File: config.mk
export PLATFORM = sky130hd
export DESIGN_NAME = spd_pll_core
export DESIGN_NICKNAME = d
export VERILOG_FILES = /design/src/design/spd_pkg.sv /design/src/design/spd_div_counter.sv /design/src/design/spd_pll_core.sv
export VERILOG_INCLUDE_DIRS = /design/src /design/src/design
export SDC_FILE = /design/constraint.sdc
export NUM_CORES = 1
export LEC_CHECK = 0
export BUFFER_PORTS_ARGS = -buffer_cell sky130_fd_sc_hd__buf_2
export CORE_UTILIZATION = 55
export CTS_CLUSTER_SIZE = 28
export DETAILED_ROUTE_END_ITERATION = 6
export GPL_ROUTABILITY_DRIVEN = 1
export PLACE_DENSITY = 0.82
export SYNTH_ARGS = -nofsm -noshare
export SYNTH_HDL_FRONTEND = slang
export SYNTH_SLANG_ARGS = --single-unit
File: constraint.sdc
create_clock -name CLK -period 4.3 [get_ports CLK]
set_clock_uncertainty 0.15 [all_clocks]
set_input_delay 0.215 -clock CLK [delete_from_list [all_inputs] [get_ports CLK]]
set_output_delay 0.215 -clock CLK [all_outputs]
set_load 0.03 [all_outputs]
File: src/design/spd_defines.svh
// constants of the serial programmed divider core: word layout, reset values, timing
// assumes inclusion by the package and the design modules; definitions only
//
// What this block does
// [RULE_01] reference divider is a 10-bit counter, ratios 2 to 1023, from oscillator input
// [RULE_02] reference divider counts reference input edges; input at most 40 MHz
// [RULE_03] feedback divider is 15 bits: 5-bit swallow plus 10-bit main, 992..32767
// [RULE_04] 32/33 prescaler clocks swallow and main counters; swallow picks modulus
// [RULE_05] detector compares both divider outputs; each at most 10 MHz
// [RULE_06] polarity picks whether lagging feedback gives pump-up or pump-down
// [RULE_07] pump sources high on up, sinks low on down, otherwise high impedance
// [RULE_08] pump activity feeds back to detector, forcing minimum-width pulses, no dead zone
// [RULE_09] each serial clock rise shifts data into 18-bit register, msb first
// [RULE_10] shift bits 17..1 are data, bit 0 is address, shifted last
// [RULE_11] load strobe rise copies data field into the latch the address picks
// [RULE_12] address 1 selects reference word, address 0 selects feedback word
// [RULE_13] chip enable low powers down and floats pump regardless of power-down bit
// [RULE_14] power-down bit disables dividers, oscillator block, floats rf and reference inputs
// [RULE_15] any power-down forces pump and detector inactive, high impedance
// [RULE_16] power-down resets counters; restart keeps both dividers aligned
// [RULE_17] serial shifting and loading keep working in every power-down mode
// [RULE_18] pump high-impedance bit floats pump and detector; clear means normal; code still drives the pump in test mode with the bit set
// [RULE_19] polarity 1 means positive vco slope, 0 means negative
// [RULE_20] test mode drives divider output on pump: reference if polarity 0, else feedback
// [RULE_21] feedback ratio is 32 times main plus swallow; 33 for swallowed cycles
// [RULE_22] host shifts 18 bits with strobe low, then pulses strobe once
// [RULE_23] divider words change only at a load strobe rise
`ifndef SPD_DEFINES_SVH
`define SPD_DEFINES_SVH

// serial word layout
`define SPD_SHIFT_W        18
`define SPD_WORD_W         17
`define SPD_ADDR_BIT       0
`define SPD_FB_WORD_ADDR   1'h0
`define SPD_REF_WORD_ADDR  1'h1

// reference word fields
`define SPD_REF_CNT_MSB    9
`define SPD_REF_CNT_LSB    0
`define SPD_PUMP_HIZ_BIT   10
`define SPD_POL_BIT        11
`define SPD_TEST_BIT       13

// feedback word fields
`define SPD_MAIN_MSB       16
`define SPD_MAIN_LSB       7
`define SPD_SWAL_MSB       6
`define SPD_SWAL_LSB       2
`define SPD_PD_BIT         0

// reset values: powered down, pump floating
`define SPD_FB_WORD_RST    17'h00001
`define SPD_REF_WORD_RST   17'h00400

// prescaler moduli
`define SPD_PRESC_LOW      6'h20
`define SPD_PRESC_HIGH     6'h21

// timing
`define SPD_CLK_NS         8
`define SPD_PUMP_MIN_NS    16
`define SPD_PUMP_MIN_CYC   ((`SPD_PUMP_MIN_NS + `SPD_CLK_NS - 1) / `SPD_CLK_NS)
`define SPD_REF_MAX_MHZ    40
`define SPD_PFD_MAX_MHZ    10

`endif

File: src/design/spd_pkg.sv
// types shared by the divider core modules
// assumes the constants header sits beside it
`include "spd_defines.svh"

package spd_pkg;

  typedef logic [`SPD_WORD_W-1:0]  spd_word_t;
  typedef logic [`SPD_SHIFT_W-1:0] spd_shift_t;
  typedef logic [2:0]              spd_width_t;

  // detector state: which pump requests are pending
  typedef enum logic [1:0] {
    SPD_PFD_IDLE,
    SPD_PFD_UP,
    SPD_PFD_DOWN,
    SPD_PFD_BOTH
  } spd_pfd_state_t;

endpackage

File: src/design/spd_div_counter.sv
// reloading down counter used by the dividers and the prescaler
// assumes one clock; clr and en come from logic on the same clock
`timescale 1ns/10ps

module spd_div_counter
  import spd_pkg::*;
#(
  parameter int W = 10
) (
  input  wire logic         clk,
  input  wire logic         rst,
  input  wire logic         clr,
  input  wire logic         en,
  input  wire logic [W-1:0] load_val,
  output logic              tc,
  output logic [W-1:0]      count
);

  logic [W-1:0] count_ff;
  logic [W-1:0] nxt_count;

  ////////////////////////////////////////////////////////////////////////////
  // next count: reload at one, so a load of r gives r enables per period
  always_comb begin
    nxt_count = count_ff;
    if (clr) begin
      nxt_count = load_val;                  // RULE_16
    end else if (en) begin
      if (count_ff <= W'(1)) begin
        nxt_count = load_val;
      end else begin
        nxt_count = count_ff - W'(1);
      end
    end
  end

  always_ff @(posedge clk or posedge rst) begin
    if (rst) begin
      count_ff <= '0;
    end else begin
      count_ff <= nxt_count;
    end
  end

  assign tc    = en && !clr && (count_ff <= W'(1));
  assign count = count_ff;
endmodule

File: src/design/spd_pll_core.sv
// digital core of the integer-n synthesizer: serial port, dividers, detector, pump pin
// assumes all pins are asynchronous to CLK and are slower than a quarter of its rate
`timescale 1ns/10ps
`include "spd_defines.svh"

module spd_pll_core
  import spd_pkg::*;
(
  input  wire logic CLK,
  input  wire logic RST,
  input  wire logic SER_CLK,
  input  wire logic SER_DATA,
  input  wire logic LOAD_STROBE,
  input  wire logic CHIP_ENABLE,
  input  wire logic REFERENCE_INPUT,
  input  wire logic RF_INPUT,
  output logic      PUMP_OUTPUT_O,
  output logic      PUMP_OUTPUT_OE_N,
  output logic      REFERENCE_INPUT_HIZ,
  output logic      RF_INPUT_HIZ
);

  ////////////////////////////////////////////////////////////////////////////
  // pin synchronisers: stage one feeds stage two only
  logic [5:0] sync1_ff;
  logic [5:0] sync2_ff;
  logic [5:0] sync3_ff;
  logic [5:0] pin_rise;

  always_ff @(posedge CLK or posedge RST) begin
    if (RST) begin
      sync1_ff <= '0;
      sync2_ff <= '0;
      sync3_ff <= '0;
    end else begin
      sync1_ff <= {RF_INPUT, REFERENCE_INPUT, CHIP_ENABLE, LOAD_STROBE, SER_DATA, SER_CLK};
      sync2_ff <= sync1_ff;
      sync3_ff <= sync2_ff;
    end
  end

  assign pin_rise = sync2_ff & ~sync3_ff;

  logic sclk_rise;
  logic data_s;
  logic le_rise;
  logic ce_s;
  logic ref_rise;
  logic rf_rise;

  assign sclk_rise = pin_rise[0];
  assign data_s    = sync2_ff[1];
  assign le_rise   = pin_rise[2];
  assign ce_s      = sync2_ff[3];
  assign ref_rise  = pin_rise[4];
  assign rf_rise   = pin_rise[5];

  ////////////////////////////////////////////////////////////////////////////
  // serial shift register and the two latched words, live in every power state
  spd_shift_t shift_ff;
  spd_shift_t nxt_shift;
  spd_word_t  ref_word_ff;
  spd_word_t  nxt_ref_word;
  spd_word_t  fb_word_ff;
  spd_word_t  nxt_fb_word;

  always_comb begin
    nxt_shift    = shift_ff;
    nxt_ref_word = ref_word_ff;
    nxt_fb_word  = fb_word_ff;
    if (sclk_rise) begin
      nxt_shift = {shift_ff[`SPD_SHIFT_W-2:0], data_s};          // RULE_09 RULE_17
    end
    if (le_rise) begin                                             // RULE_11 RULE_23
      if (shift_ff[`SPD_ADDR_BIT] == `SPD_REF_WORD_ADDR) begin     // RULE_12
        nxt_ref_word = shift_ff[`SPD_SHIFT_W-1:1];                 // RULE_10
      end else begin
        nxt_fb_word = shift_ff[`SPD_SHIFT_W-1:1];
      end
    end
  end

  always_ff @(posedge CLK or posedge RST) begin
    if (RST) begin
      shift_ff    <= '0;
      ref_word_ff <= `SPD_REF_WORD_RST;
      fb_word_ff  <= `SPD_FB_WORD_RST;
    end else begin
      shift_ff    <= nxt_shift;
      ref_word_ff <= nxt_ref_word;
      fb_word_ff  <= nxt_fb_word;
    end
  end

  // field decode
  logic [9:0] ref_ratio;
  logic [9:0] main_ratio;
  logic [4:0] swal_ratio;
  logic       pump_hiz;
  logic       polarity;
  logic       test_mode;
  logic       active;

  assign ref_ratio  = ref_word_ff[`SPD_REF_CNT_MSB:`SPD_REF_CNT_LSB];
  assign pump_hiz   = ref_word_ff[`SPD_PUMP_HIZ_BIT];
  assign polarity   = ref_word_ff[`SPD_POL_BIT];
  assign test_mode  = ref_word_ff[`SPD_TEST_BIT];
  assign main_ratio = fb_word_ff[`SPD_MAIN_MSB:`SPD_MAIN_LSB];
  assign swal_ratio = fb_word_ff[`SPD_SWAL_MSB:`SPD_SWAL_LSB];
  // chip enable low wins over the bit; either one stops the whole loop
  assign active     = ce_s && !fb_word_ff[`SPD_PD_BIT];           // RULE_13 RULE_14

  ////////////////////////////////////////////////////////////////////////////
  // reference divider on reference input edges, held in reset while powered down
  logic ref_tc;

  spd_div_counter #(.W(10)) u_ref_div (                           // RULE_01
    .clk      (CLK),
    .rst      (RST),
    .clr      (!active),                                           // RULE_16
    .en       (ref_rise),                                          // RULE_02
    .load_val (ref_ratio),
    .tc       (ref_tc),
    .count    ()
  );

  ////////////////////////////////////////////////////////////////////////////
  // feedback divider: prescaler, swallow and main counters
  logic [4:0] swal_ff;
  logic [4:0] nxt_swal;
  logic [5:0] presc_load;
  logic       presc_tc;
  logic       main_tc;

  // swallow counts down once per prescaler period, reloads at the main terminal
  always_comb begin
    nxt_swal = swal_ff;
    if (!active || main_tc) begin
      nxt_swal = swal_ratio;                                       // RULE_03 RULE_16
    end else if (presc_tc && (swal_ff != 5'h00)) begin
      nxt_swal = swal_ff - 5'h01;
    end
  end

  always_ff @(posedge CLK or posedge RST) begin
    if (RST) begin
      swal_ff <= '0;
    end else begin
      swal_ff <= nxt_swal;
    end
  end

  // the next period runs at 33 while swallows remain, giving 32*main + swallow
  assign presc_load = (nxt_swal != 5'h00) ? `SPD_PRESC_HIGH : `SPD_PRESC_LOW; // RULE_04 RULE_21

  spd_div_counter #(.W(6)) u_presc (
    .clk      (CLK),
    .rst      (RST),
    .clr      (!active),
    .en       (rf_rise),
    .load_val (presc_load),
    .tc       (presc_tc),
    .count    ()
  );

  spd_div_counter #(.W(10)) u_main_div (                          // RULE_03
    .clk      (CLK),
    .rst      (RST),
    .clr      (!active),
    .en       (presc_tc),
    .load_val (main_ratio),
    .tc       (main_tc),
    .count    ()
  );

  ////////////////////////////////////////////////////////////////////////////
  // divider output pulses, one cycle each, shared by detector and test mode
  logic ref_out_ff;
  logic fb_out_ff;

  always_ff @(posedge CLK or posedge RST) begin
    if (RST) begin
      ref_out_ff <= 1'b0;
      fb_out_ff  <= 1'b0;
    end else begin
      ref_out_ff <= ref_tc;
      fb_out_ff  <= main_tc;
    end
  end

  ////////////////////////////////////////////////////////////////////////////
  // phase/frequency detector; pump activity time is fed back so that
  // requests reset only after a minimum width, which removes the dead zone
  spd_pfd_state_t pfd_ff;
  spd_pfd_state_t nxt_pfd;
  spd_width_t     width_ff;
  spd_width_t     nxt_width;
  logic           up_evt;
  logic           dn_evt;
  logic           width_done;
  logic           pfd_on;

  // reference leading means feedback lags: pump-up for a positive slope
  assign up_evt     = polarity ? ref_out_ff : fb_out_ff;          // RULE_05 RULE_06 RULE_19
  assign dn_evt     = polarity ? fb_out_ff : ref_out_ff;
  assign width_done = width_ff >= spd_width_t'(`SPD_PUMP_MIN_CYC - 1); // RULE_08
  assign pfd_on     = active && !pump_hiz && !test_mode;           // RULE_15 RULE_18

  always_comb begin
    nxt_pfd = pfd_ff;
    unique case (pfd_ff)
      SPD_PFD_IDLE: begin
        if (up_evt && dn_evt) begin
          nxt_pfd = SPD_PFD_BOTH;
        end else if (up_evt) begin
          nxt_pfd = SPD_PFD_UP;
        end else if (dn_evt) begin
          nxt_pfd = SPD_PFD_DOWN;
        end
      end
      SPD_PFD_UP: begin
        if (dn_evt) begin
          nxt_pfd = width_done ? SPD_PFD_IDLE : SPD_PFD_BOTH;
        end
      end
      SPD_PFD_DOWN: begin
        if (up_evt) begin
          nxt_pfd = width_done ? SPD_PFD_IDLE : SPD_PFD_BOTH;
        end
      end
      SPD_PFD_BOTH: begin
        if (width_done) begin
          nxt_pfd = SPD_PFD_IDLE;
        end
      end
    endcase
    if (!pfd_on) begin
      nxt_pfd = SPD_PFD_IDLE;                                      // RULE_15
    end
    nxt_width = '0;
    if (nxt_pfd != SPD_PFD_IDLE && pfd_ff != SPD_PFD_IDLE && !width_done) begin
      nxt_width = width_ff + spd_width_t'(1);
    end else if (nxt_pfd != SPD_PFD_IDLE && pfd_ff != SPD_PFD_IDLE) begin
      nxt_width = width_ff;
    end
  end

  always_ff @(posedge CLK or posedge RST) begin
    if (RST) begin
      pfd_ff   <= SPD_PFD_IDLE;
      width_ff <= '0;
    end else begin
      pfd_ff   <= nxt_pfd;
      width_ff <= nxt_width;
    end
  end

  ////////////////////////////////////////////////////////////////////////////
  // pump pin and input bias status
  logic pump_o;
  logic pump_oe_n;
  logic pump_o_ff;
  logic pump_oe_n_ff;
  logic ref_hiz_ff;
  logic rf_hiz_ff;

  always_comb begin
    pump_o    = 1'b0;
    pump_oe_n = 1'b1;                                              // RULE_13 RULE_15
    if (active && test_mode) begin
      pump_oe_n = 1'b0;                                            // RULE_20
      pump_o    = polarity ? fb_out_ff : ref_out_ff;
    end else if (pfd_on && pfd_ff == SPD_PFD_UP) begin
      pump_oe_n = 1'b0;                                            // RULE_07
      pump_o    = 1'b1;
    end else if (pfd_on && pfd_ff == SPD_PFD_DOWN) begin
      pump_oe_n = 1'b0;
      pump_o    = 1'b0;
    end
  end

  always_ff @(posedge CLK or posedge RST) begin
    if (RST) begin
      pump_o_ff    <= 1'b0;
      pump_oe_n_ff <= 1'b1;
      ref_hiz_ff   <= 1'b1;
      rf_hiz_ff    <= 1'b1;
    end else begin
      pump_o_ff    <= pump_o;
      pump_oe_n_ff <= pump_oe_n;
      ref_hiz_ff   <= !active;                                     // RULE_14
      rf_hiz_ff    <= !active;
    end
  end

  assign PUMP_OUTPUT_O       = pump_o_ff;
  assign PUMP_OUTPUT_OE_N    = pump_oe_n_ff;
  assign REFERENCE_INPUT_HIZ = ref_hiz_ff;
  assign RF_INPUT_HIZ        = rf_hiz_ff;
endmodule

## Yosys cells after proc, flatten, opt, wreduce, memory -nomap -nowiden

Index checks and enable logic that the tools add are counted.

| operators by class | value |
|---|---|
| add/subtract/negate cells | 5 |
| $lt $le $gt $ge | 4 |
| equal/unequal tests | 7 |
| multiplexer cells | 30 |
| bitwise operators | 3 |
| reductions and logical operators | 29 |

Operators by type and width:

| operator | count |
|---|---|
| 2-to-1 mux 10 bit | 6 |
| less-or-equal comparator 10 x 1 -> 1 bit, second input constant | 2 |
| subtractor 10 x 1 -> 10 bit, second input constant | 2 |
| 2-to-1 mux 6 bit | 3 |
| logical AND 1 bit | 16 |
| 2-to-1 mux 2 bit | 8 |
| 2-to-1 mux 5 bit | 2 |
| nonzero test 5 bit | 2 |
| 2-to-1 mux 1 bit | 8 |
| case mux 2 bit (4 select lines) | 1 |
| AND 6 bit | 1 |
| less-or-equal comparator 6 x 1 -> 1 bit, second input constant | 1 |
| 2-to-1 mux 3 bit | 2 |
| inverter 6 bit | 1 |
| subtractor 6 x 1 -> 6 bit, second input constant | 1 |
| zero test 1 bit | 5 |
| subtractor 5 x 1 -> 5 bit, second input constant | 1 |
| equality test 2 bit, second input constant | 2 |
| != test 2 x 1 -> 1 bit, second input constant | 2 |
| != test 2 bit, second input constant | 2 |
| AND reduction 2 bit | 2 |
| nonzero test 2 bit | 2 |
| adder 3 x 1 -> 3 bit, second input constant | 1 |
| >= comparator 3 x 1 -> 1 bit, second input constant | 1 |
| 4 further kinds | 4 |

| word-level totals | value |
|---|---|
| flip-flop bits (word level) | 108 |
| bits of input ports | 8 |
| output and inout port bits | 4 |
| word-level logic and storage cells | 95 |

## Longest topological paths before layout

Gate-level depths: netlist (run 1).

| depth | value |
|---|---|
| word-level depth | 13 |
| mapped depth | 10 |

## Hierarchy

From an unflattened synthesis (run 1), not the netlist that was laid out.

| unflattened totals | value |
|---|---|
| cells, all modules | 429 |
| area, all modules | 4944.7 um^2 |

Modules (own cells, without submodules):

| module | times used | cells each | area an instance (um^2) | seq. area each (um^2) |
|---|---|---|---|---|
| spd_pll_core | 1 | 202 | 2962.8 | 1956.9 |
| spd_div_counter (u_main_div ...) | 2 | 85 | 734.5 | 250.2 |
| spd_div_counter (u_presc) | 1 | 57 | 513.0 | 150.1 |

## Least setup slack after synthesis (run 1)

No wires, ideal clock.

| path | value |
|---|---|
| path kind | reg-to-reg |
| start point | register u_presc.count_ff[2], in the netlist u_presc.count[2] |
| end point | register u_presc.count_ff[0], in the netlist u_presc.count[0] |
| setup time | 0.126 ns |
| arrival time | 2.520 ns |
| setup slack | 1.504 ns |
| stages on the path, launching flop included | 8 |
| path buffers | 1 |
| clock period less this slack | 2.796 ns |
| cells stage by stage | dfrtp_1 or3_4 or2_1 buf_6 or4_4 a2111oi_4 o221ai_2 o32a_1 |

| between the ends | value |
|---|---|
| longest elaborated chain between the ends | 11 |
| elaborated cells on any way between the ends | 13 |
| those cells by class | order compare (1); mux (6); reduce/logical (6) |

RTL lines:

| what | RTL line | source |
|---|---|---|
| start: declaration | spd_div_counter.sv:19 | `logic [W-1:0] count_ff;` |
| start signal: assignment | spd_div_counter.sv:41 | `count_ff <= nxt_count;` |
| less-or-equal comparator 6 x 1 -> 1 bit (*) | spd_div_counter.sv:29, spd_div_counter.sv:45 |  |
| logical AND 1 bit (3 in series) | spd_div_counter.sv:45 | `assign tc = en && !clr && (count_ff <= W'(1));` |
| logical OR 1 bit | spd_pll_core.sv:138 | `if (!active \|\| main_tc) begin` |
| 2-to-1 mux 5 bit | spd_pll_core.sv:138 |  |
| nonzero test 5 bit | spd_pll_core.sv:154 | `` assign presc_load = (nxt_swal != 5'h00) ? `SPD_PRESC_HIGH : `SPD_PRESC_LOW; `` |
| 2-to-1 mux 1 bit (no line) | - |  |
| 2-to-1 mux 6 bit | spd_div_counter.sv:29 | `if (count_ff <= W'(1)) begin` |
| 2-to-1 mux 6 bit | spd_div_counter.sv:28 | `end else if (en) begin` |
| 2-to-1 mux 6 bit (*) | spd_div_counter.sv:26 | `if (clr) begin` |

Mark *: on every way between the ends. The rest lies on a longest branch, timed or not. The select of a mux whose other input is x is not followed.
A chain may end at the register's enable or synchronous reset.

## Worst setup path after layout (run 1)

Ends and elaborated chain as after synthesis.

==> results of run 1 <==
-- state kept, by name, indices dropped and copies added, names as in the netlist --
register and count:
sync1_ff 6, sync3_ff 4, width_ff 3, u_presc.count 6
PUMP_OUTPUT_OE_N 1, PUMP_OUTPUT_O 1, shift_ff 18, sync2_ff 6
u_main_div.count 10, fb_out_ff 1, u_ref_div.count 10, swal_ff 5
pfd_ff 2, ref_out_ff 1, RF_INPUT_HIZ 1, fb_word_ff 16
ref_word_ff 13
-- synthesized netlist by cell type, types with 2 or more instances --
library cell | n | area, um^2
a21oi_1 | 25 | 125.1
a22oi_1 | 5 | 37.54
a31oi_1 | 3 | 18.77
and3_1 | 3 | 18.77
buf_1 | 2 | 7.510
clkbuf_1 | 12 | 45.04
dfrtp_1 | 100 | 2502
dfstp_2 | 4 | 105.1
ha_1 | 10 | 125.1
inv_1 | 11 | 41.29
mux2_2 | 49 | 551.8
nand2_1 | 23 | 86.33
nand2b_1 | 5 | 31.28
nand3_1 | 3 | 15.01
nor2_1 | 34 | 127.6
nor2b_1 | 4 | 25.02
nor3_1 | 19 | 95.09
nor3b_1 | 3 | 22.52
nor4_1 | 6 | 37.54
o21ai_0 | 39 | 195.2
o21ai_1 | 2 | 10.01
o311ai_0 | 2 | 17.52
o31ai_1 | 2 | 15.01
or3_1 | 5 | 31.28
or4_1 | 2 | 15.01
xnor2_1 | 5 | 43.79
xor2_1 | 3 | 26.28
-- final timing paths --
check                      slack [ps]                      endpoint                          from
hold reg to reg                   210         sync2_ff[1]$_DFF_PP0_         sync1_ff[1]$_DFF_PP0_
hold / removal                    210         sync2_ff[1]$_DFF_PP0_         sync1_ff[1]$_DFF_PP0_
max in group asynchronous        2600     fb_word_ff[0]$_DFFE_PP1P_                           RST
min in group asynchronous         380       width_ff[0]$_DFFE_PP0P_                           RST
setup reg to reg                 1360  u_presc.count[0]$_DFFE_PP0P_  u_presc.count[2]$_DFFE_PP0P_
setup / recovery                 1360  u_presc.count[0]$_DFFE_PP0P_  u_presc.count[2]$_DFFE_PP0P_
-- logic make-up (layout without fill, tap and decap cells) --
logic type	Yosys count	count (layout)	share of synthesized area, %
AO/OA/AOI/OAI	89	89	11.58
AND/OR/NAND/NOR	118	118	12.90
flip-flops	104	104	56.49
multiplexers	50	50	12.17
adder cells (fa/ha/maj)	10	10	2.711
buffers and inverters	29	49	2.629
XOR/XNOR	8	8	1.518
-- final cells by class --
| type | instances | area (um^2) |
|---|---|---|
| fillers | 630 | 3134 |
| clock buffers | 11 | 151.4 |
| flip-flops and latches | 104 | 2608 |
| inverters | 12 | 47.55 |
| well taps | 105 | 131.4 |
| repair buffers | 21 | 147.6 |
| multi-input cells | 275 | 1892 |
| clock inverters | 5 | 63.81 |
-- repair_timing --
item,in CTS,in global routing
resized for setup,0,0
hold buffers,7,0
endpoints found under the hold margin,68,0
setup endpoints to repair,0,0
-- cells in the final DEF, fill, tap and decap left out, types with 4 or more instances in the layout --
master         synthesis  final
dfrtp_1              100    100
mux2_2                49     49
o21ai_0               39     39
nor2_1                34     34
a21oi_1               25     25
nand2_1               23     23
nor3_1                19     19
clkbuf_8               0     11
buf_2                  1     11
inv_1                 11     10
ha_1                  10     10
dlygate4sd3_1          0      7
nor4_1                 6      6
nand2b_1               5      5
a22oi_1                5      5
or3_1                  5      5
xnor2_1                5      5
dfstp_2                4      4
nor2b_1                4      4
-- stage by stage --
step,utilization [%],worst slack (ps)
final,61.66,1358
after global routing,61.66,1265
after CTS,61.66,1364
after detailed placement,58.17,1380
after global placement,58.17,1461
after floorplan,-,1209
-- per-layer routing --
metal	vias up	global-route usage (%)	share of wire, %
li1	1482	-	-
met1	1542	27.79	45
met2	71	34.74	50
met3	14	4.553	3.9
met4	0	7.564	1.4
met5	-	0	0
-- report_power, final --
part | total [mW] | leakage (nW) | switching [mW] | internal, mW
clock | 0.632 | 0.106 | 0.327 | 0.305
sequential | 1.57 | 1.31 | 0.276 | 1.29
combinational | 0.956 | 0.778 | 0.518 | 0.438
total | 3.16 | 2.19 | 1.12 | 2.03
-- worst max-delay path: stages, from the launching register on --
cell and delay [ps]:
dfrtp_1 420, or3_4 410, or2_1 370, or4_4 580
a2111oi_4 410, o221ai_2 150, o32a_1 350
==> metrics.md, run 1 <==
| Metric | Value |
|---|---|
| Run status | finished clean |
| Total power | 3.155 mW |
| Die height | 93.61 um |
| Number of synthesized flops with an enable pin | 0 |
| Ys flop type | dfrtp_1 |
| RSZ-0062 raised after global routing | false |
| Final Instance Area | 0.005041 mm^2 |
| Tmin final | 2942 ps |
| Vias/cell | 5.833 |
| First-pass GRT wire length | 14.21 mm |
| Vias in the first global route | 3,087 |
| Vias post-DR | 3,109 |
| CP Capture Type | flop |
| Clk root buf | clkbuf_8 |
| Die footprint | 0.008763 mm^2 |
| Area grow syn2layout | 9.216% |
| Hold Fails Final Rpt | 0 |
| H-tree Lvls | 3 |
| Total Routing Usage GR | 21.14% |
| Syn nets | 426 |
| GRT overflow | 0 |
| Worst Path Required | 4400 ps |
| Asr flop ratio synth | 100.0% |
| Hold/Removal Path Class | reg -> reg |
| DRT Pass-1 Iters | 4 |
| Post-CTS Setup Repair Bufs | 0 |
| Critical path launch point type | flop |
| Worst-path clk slew | 100 ps |
| Detailed Route WL | 8.208 mm |
| Power Density | 625.9 mW/mm^2 |
| Clk_lat worst skew | 360 ps |
| Pleak | 2.190 nW |
| CTS tree | yes |
| Rel. slew slack | 22.30% |
| CP max FO | 9 |
| Syn Std Cell Area | 0.004616 mm^2 |
| # setup viols final | 0 |
| Post-route ant nets | 0 |
| # diodes | 0 |
| CTS buffer count | 9 |
| Register area share after synthesis | 56.49% |
| Die extent in x | 93.61 um |
| Largest net degree at the start of global routing | 67 |
| Fin Setup TNS | 0 ps |
| Reg2reg path depth | 6 |
| CTS max path bufs | 2 |
| Non-filler cells in the finished layout | 533 |
| Setup CP Type | reg -> reg |
| Port bufs | 11 |
| Synth Warn # | 0 |
| Placer Congestion | 0.8320 |
| Hold Path Stages | 0 |
| CORE AREA | 0.008175 mm^2 |
| Mean Syn Cell Area | 11.31 um^2 |
| Max Fclk | 339.9 MHz |
| Slew @ Worst Pin | 1160 ps |
| Initial DRC count | 194 |
| Post-DP Area | 0.004756 mm^2 |
| Arr. time, crit path | 3040 ps |
| Synth unique cells | 54 |
| Starting utilization of the core area | 56.46% |
| Layout cells sized above 1 | 21.73% |
| Wire length per cell | 15.40 um |
| # nets final | 441 |
| Max-cap check violation count | 0 |
| Clock sinks | 104 |
| Final worst path period share | 68.41% |
| Cell count after placement | 510 |
| Drt drc | 0 |
| Antenna violations before repair | 0 |
| Row count | 33 |
| WHS | 207.8 ps |
| Mapped Cells | 408 |
| Dpl hpwl | 5.536 mm |
| Max-slew violations | 0 |
| # IOs | 12 |
| VDD IR max | 0.0003426 V |
| FF+latch count, synth | 104 |
Note: power is estimated with default switching activity, not from simulation.
==> inputs of run 2 (changes only) <==
Clock period 4.3 ns to 3.02 ns, I/O delays scaled along.
==> run 2 against run 1 <==
Effect of this change:
- register-to-register slack worse by 1100 ps
- final cell count is 1.7% higher
- sequential power is 42% higher
- clock-buffer cell count is 4 higher
- fmax is 5.5% higher
- clock power is 30% higher
- sequential cell count stayed put
- setup slack worse by 1100 ps
- combinational power is 49% higher
- critical path depth stayed put
==> metrics.md, run 2 (synthesis results as in run 1) <==
| Metric | Value |
|---|---|
| Critical path launch point type | flop |
| CTS max path bufs | 2 |
| Rel. slew slack | 43.45% |
| Antenna violations before repair | 0 |
| Final worst path period share | 92.32% |
| Worst Path Required | 3120 ps |
| CTS buffer count | 9 |
| H-tree Lvls | 3 |
| # IOs | 12 |
| Pre-CTS worst setup slack | 180.4 ps |
| Setup CP Type | reg -> reg |
| Clock sinks | 104 |
| # fillers | 644 |
| Pleak | 2.228 nW |
| Die height | 93.61 um |
| # diodes | 0 |
| Max Fclk | 358.7 MHz |
| Initial DRC count | 218 |
| # setup viols final | 0 |
| Clk_lat worst skew | 350 ps |
| Die extent in x | 93.61 um |
| Largest net degree at the start of global routing | 39 |
| Largest registers | shift_ff (18), fb_word_ff (16), ref_word_ff (13) |
| Dpl hpwl | 6.075 mm |
| Clk root buf | clkbuf_8 |
| Met3 wire length | 349 um |
| Largest Register | shift_ff |
| Starting utilization of the core area | 56.46% |
| Tmin final | 2788 ps |
| CP max FO | 8 |
| Detailed Route WL | 8.598 mm |
| Post-route ant nets | 0 |
| Most frequent cells in the layout | dfrtp_1, mux2_2, o21ai_0, nor2_1, a21oi_1 |
| Wire length per cell | 15.86 um |
| Non-filler cells in the finished layout | 542 |
| Max-cap check violation count | 0 |
| GRT overflow | 0 |
| Vias in the first global route | 3,206 |
| Run status | finished clean |
| Port bufs | 11 |
| Max FFs per register | 18 |
| Vias post-DR | 3,180 |
| End-of-flow core utilization | 62.47% |
| Metal2 WL | 4.287 mm |
| Row count | 33 |
| CTS tree | yes |
| Post-CTS Setup Repair Bufs | 0 |
| First-pass GRT wire length | 15.04 mm |
| Die footprint | 0.008763 mm^2 |
| Power Density | 874.9 mW/mm^2 |
| Commonest non-fill, non-tap cell in the layout | dfrtp_1 |
| WHS | 202.9 ps |
| DRT Pass-1 Iters | 4 |
| CORE AREA | 0.008175 mm^2 |
| CP Capture Type | flop |
| RSZ-0062 raised after global routing | false |
| # nets final | 450 |
| Max-slew violations | 0 |
| Placer Congestion | 0.9112 |
| Arr. time, crit path | 2890 ps |
| Slew @ Worst Pin | 848.2 ps |
| Fin Setup TNS | 0 ps |
| Hold Fails Final Rpt | 0 |
| Total Routing Usage GR | 22.34% |
| Top Metal Used | met4 |
| Met1 WL | 3.802 mm |
| Reg2reg path depth | 6 |
| Area grow syn2layout | 10.65% |
| Cell count after placement | 519 |
| VDD IR max | 0.0003287 V |
| Hold/Removal Path Class | reg -> reg |
| Final WS setup | 232.1 ps |
| Vias/cell | 5.867 |
| Worst-path clk slew | 90 ps |
| Layout cells sized above 1 | 23.11% |
| Drt drc | 0 |
| Hold Path Stages | 0 |
[run 2: changes by cell type in the layout (fill, tap and decap cells not counted), sizes merged]
| cell | before | now |
|---|---|---|
| bufinv | 1 | 0 |
| buf | 14 | 23 |
| inv | 13 | 11 |
| clkbuf | 11 | 15 |
| clkinv | 2 | 1 |
[run 2: final cells by class]
type | instances | area (um^2) | share of cell area (%)
clock buffer | 15 | 186.4 | 3.650
clock inverter | 1 | 8.758 | 0.1715
inverter | 12 | 48.80 | 0.9554
multi-input combinational | 275 | 1897 | 37.14
sequential | 104 | 2608 | 51.05
tap | 105 | 131.4 | 2.572
timing repair buffer | 30 | 227.7 | 4.459
[run 2: path summary, 6_finish.rpt]
path / from / end / slack (ps)
min in group asynchronous: RST / u_ref_div.count[8]$_DFFE_PP0P_ / 340
max in group asynchronous: RST / shift_ff[13]$_DFFE_PP0P_ / 1560
setup / recovery: u_main_div.count[5]$_DFFE_PP0P_ / u_presc.count[0]$_DFFE_PP0P_ / 230
hold reg to reg: sync1_ff[3]$_DFF_PP0_ / sync2_ff[3]$_DFF_PP0_ / 200
setup reg to reg: u_main_div.count[5]$_DFFE_PP0P_ / u_presc.count[0]$_DFFE_PP0P_ / 230
hold / removal: sync1_ff[3]$_DFF_PP0_ / sync2_ff[3]$_DFF_PP0_ / 200
[run 2: power breakdown]
part           switching [mW]  internal [mW]  total [mW]
Clock                   0.429          0.393       0.822
Sequential              0.391           1.84        2.23
Combinational           0.764          0.652        1.42
Total                    1.58           2.88        4.47
[run 2: timing repair]
item | in CTS | in global routing
endpoints found under the setup margin | 0 | 1
hold endpoints to repair | 40 | 0
hold buffers | 7 | 0
gates resized for setup | 0 | 1
[run 2: metal layers]
metal  up-vias  global-route usage, %
li1       1505                      -
met1      1578                  29.63
met2        81                  36.95
met3        16                  3.415
met4         0                  8.974
met5         -                      0
[run 2: critical path: stages (launching register included)]
cell and delay [ps]:
dfrtp_1 450, or4_1 590, or3_1 500, or3_1 410, a21oi_1 200, a21oi_1 60
o32a_1 330
[run 2: through the flow]
step                cell area, um^2  power, mW
finish                         5107      4.468
detailed placement             4837      3.642
CTS                            5102      4.481
global route                   5107      4.802
global placement               4837      3.535
floorplan                      4619      3.245
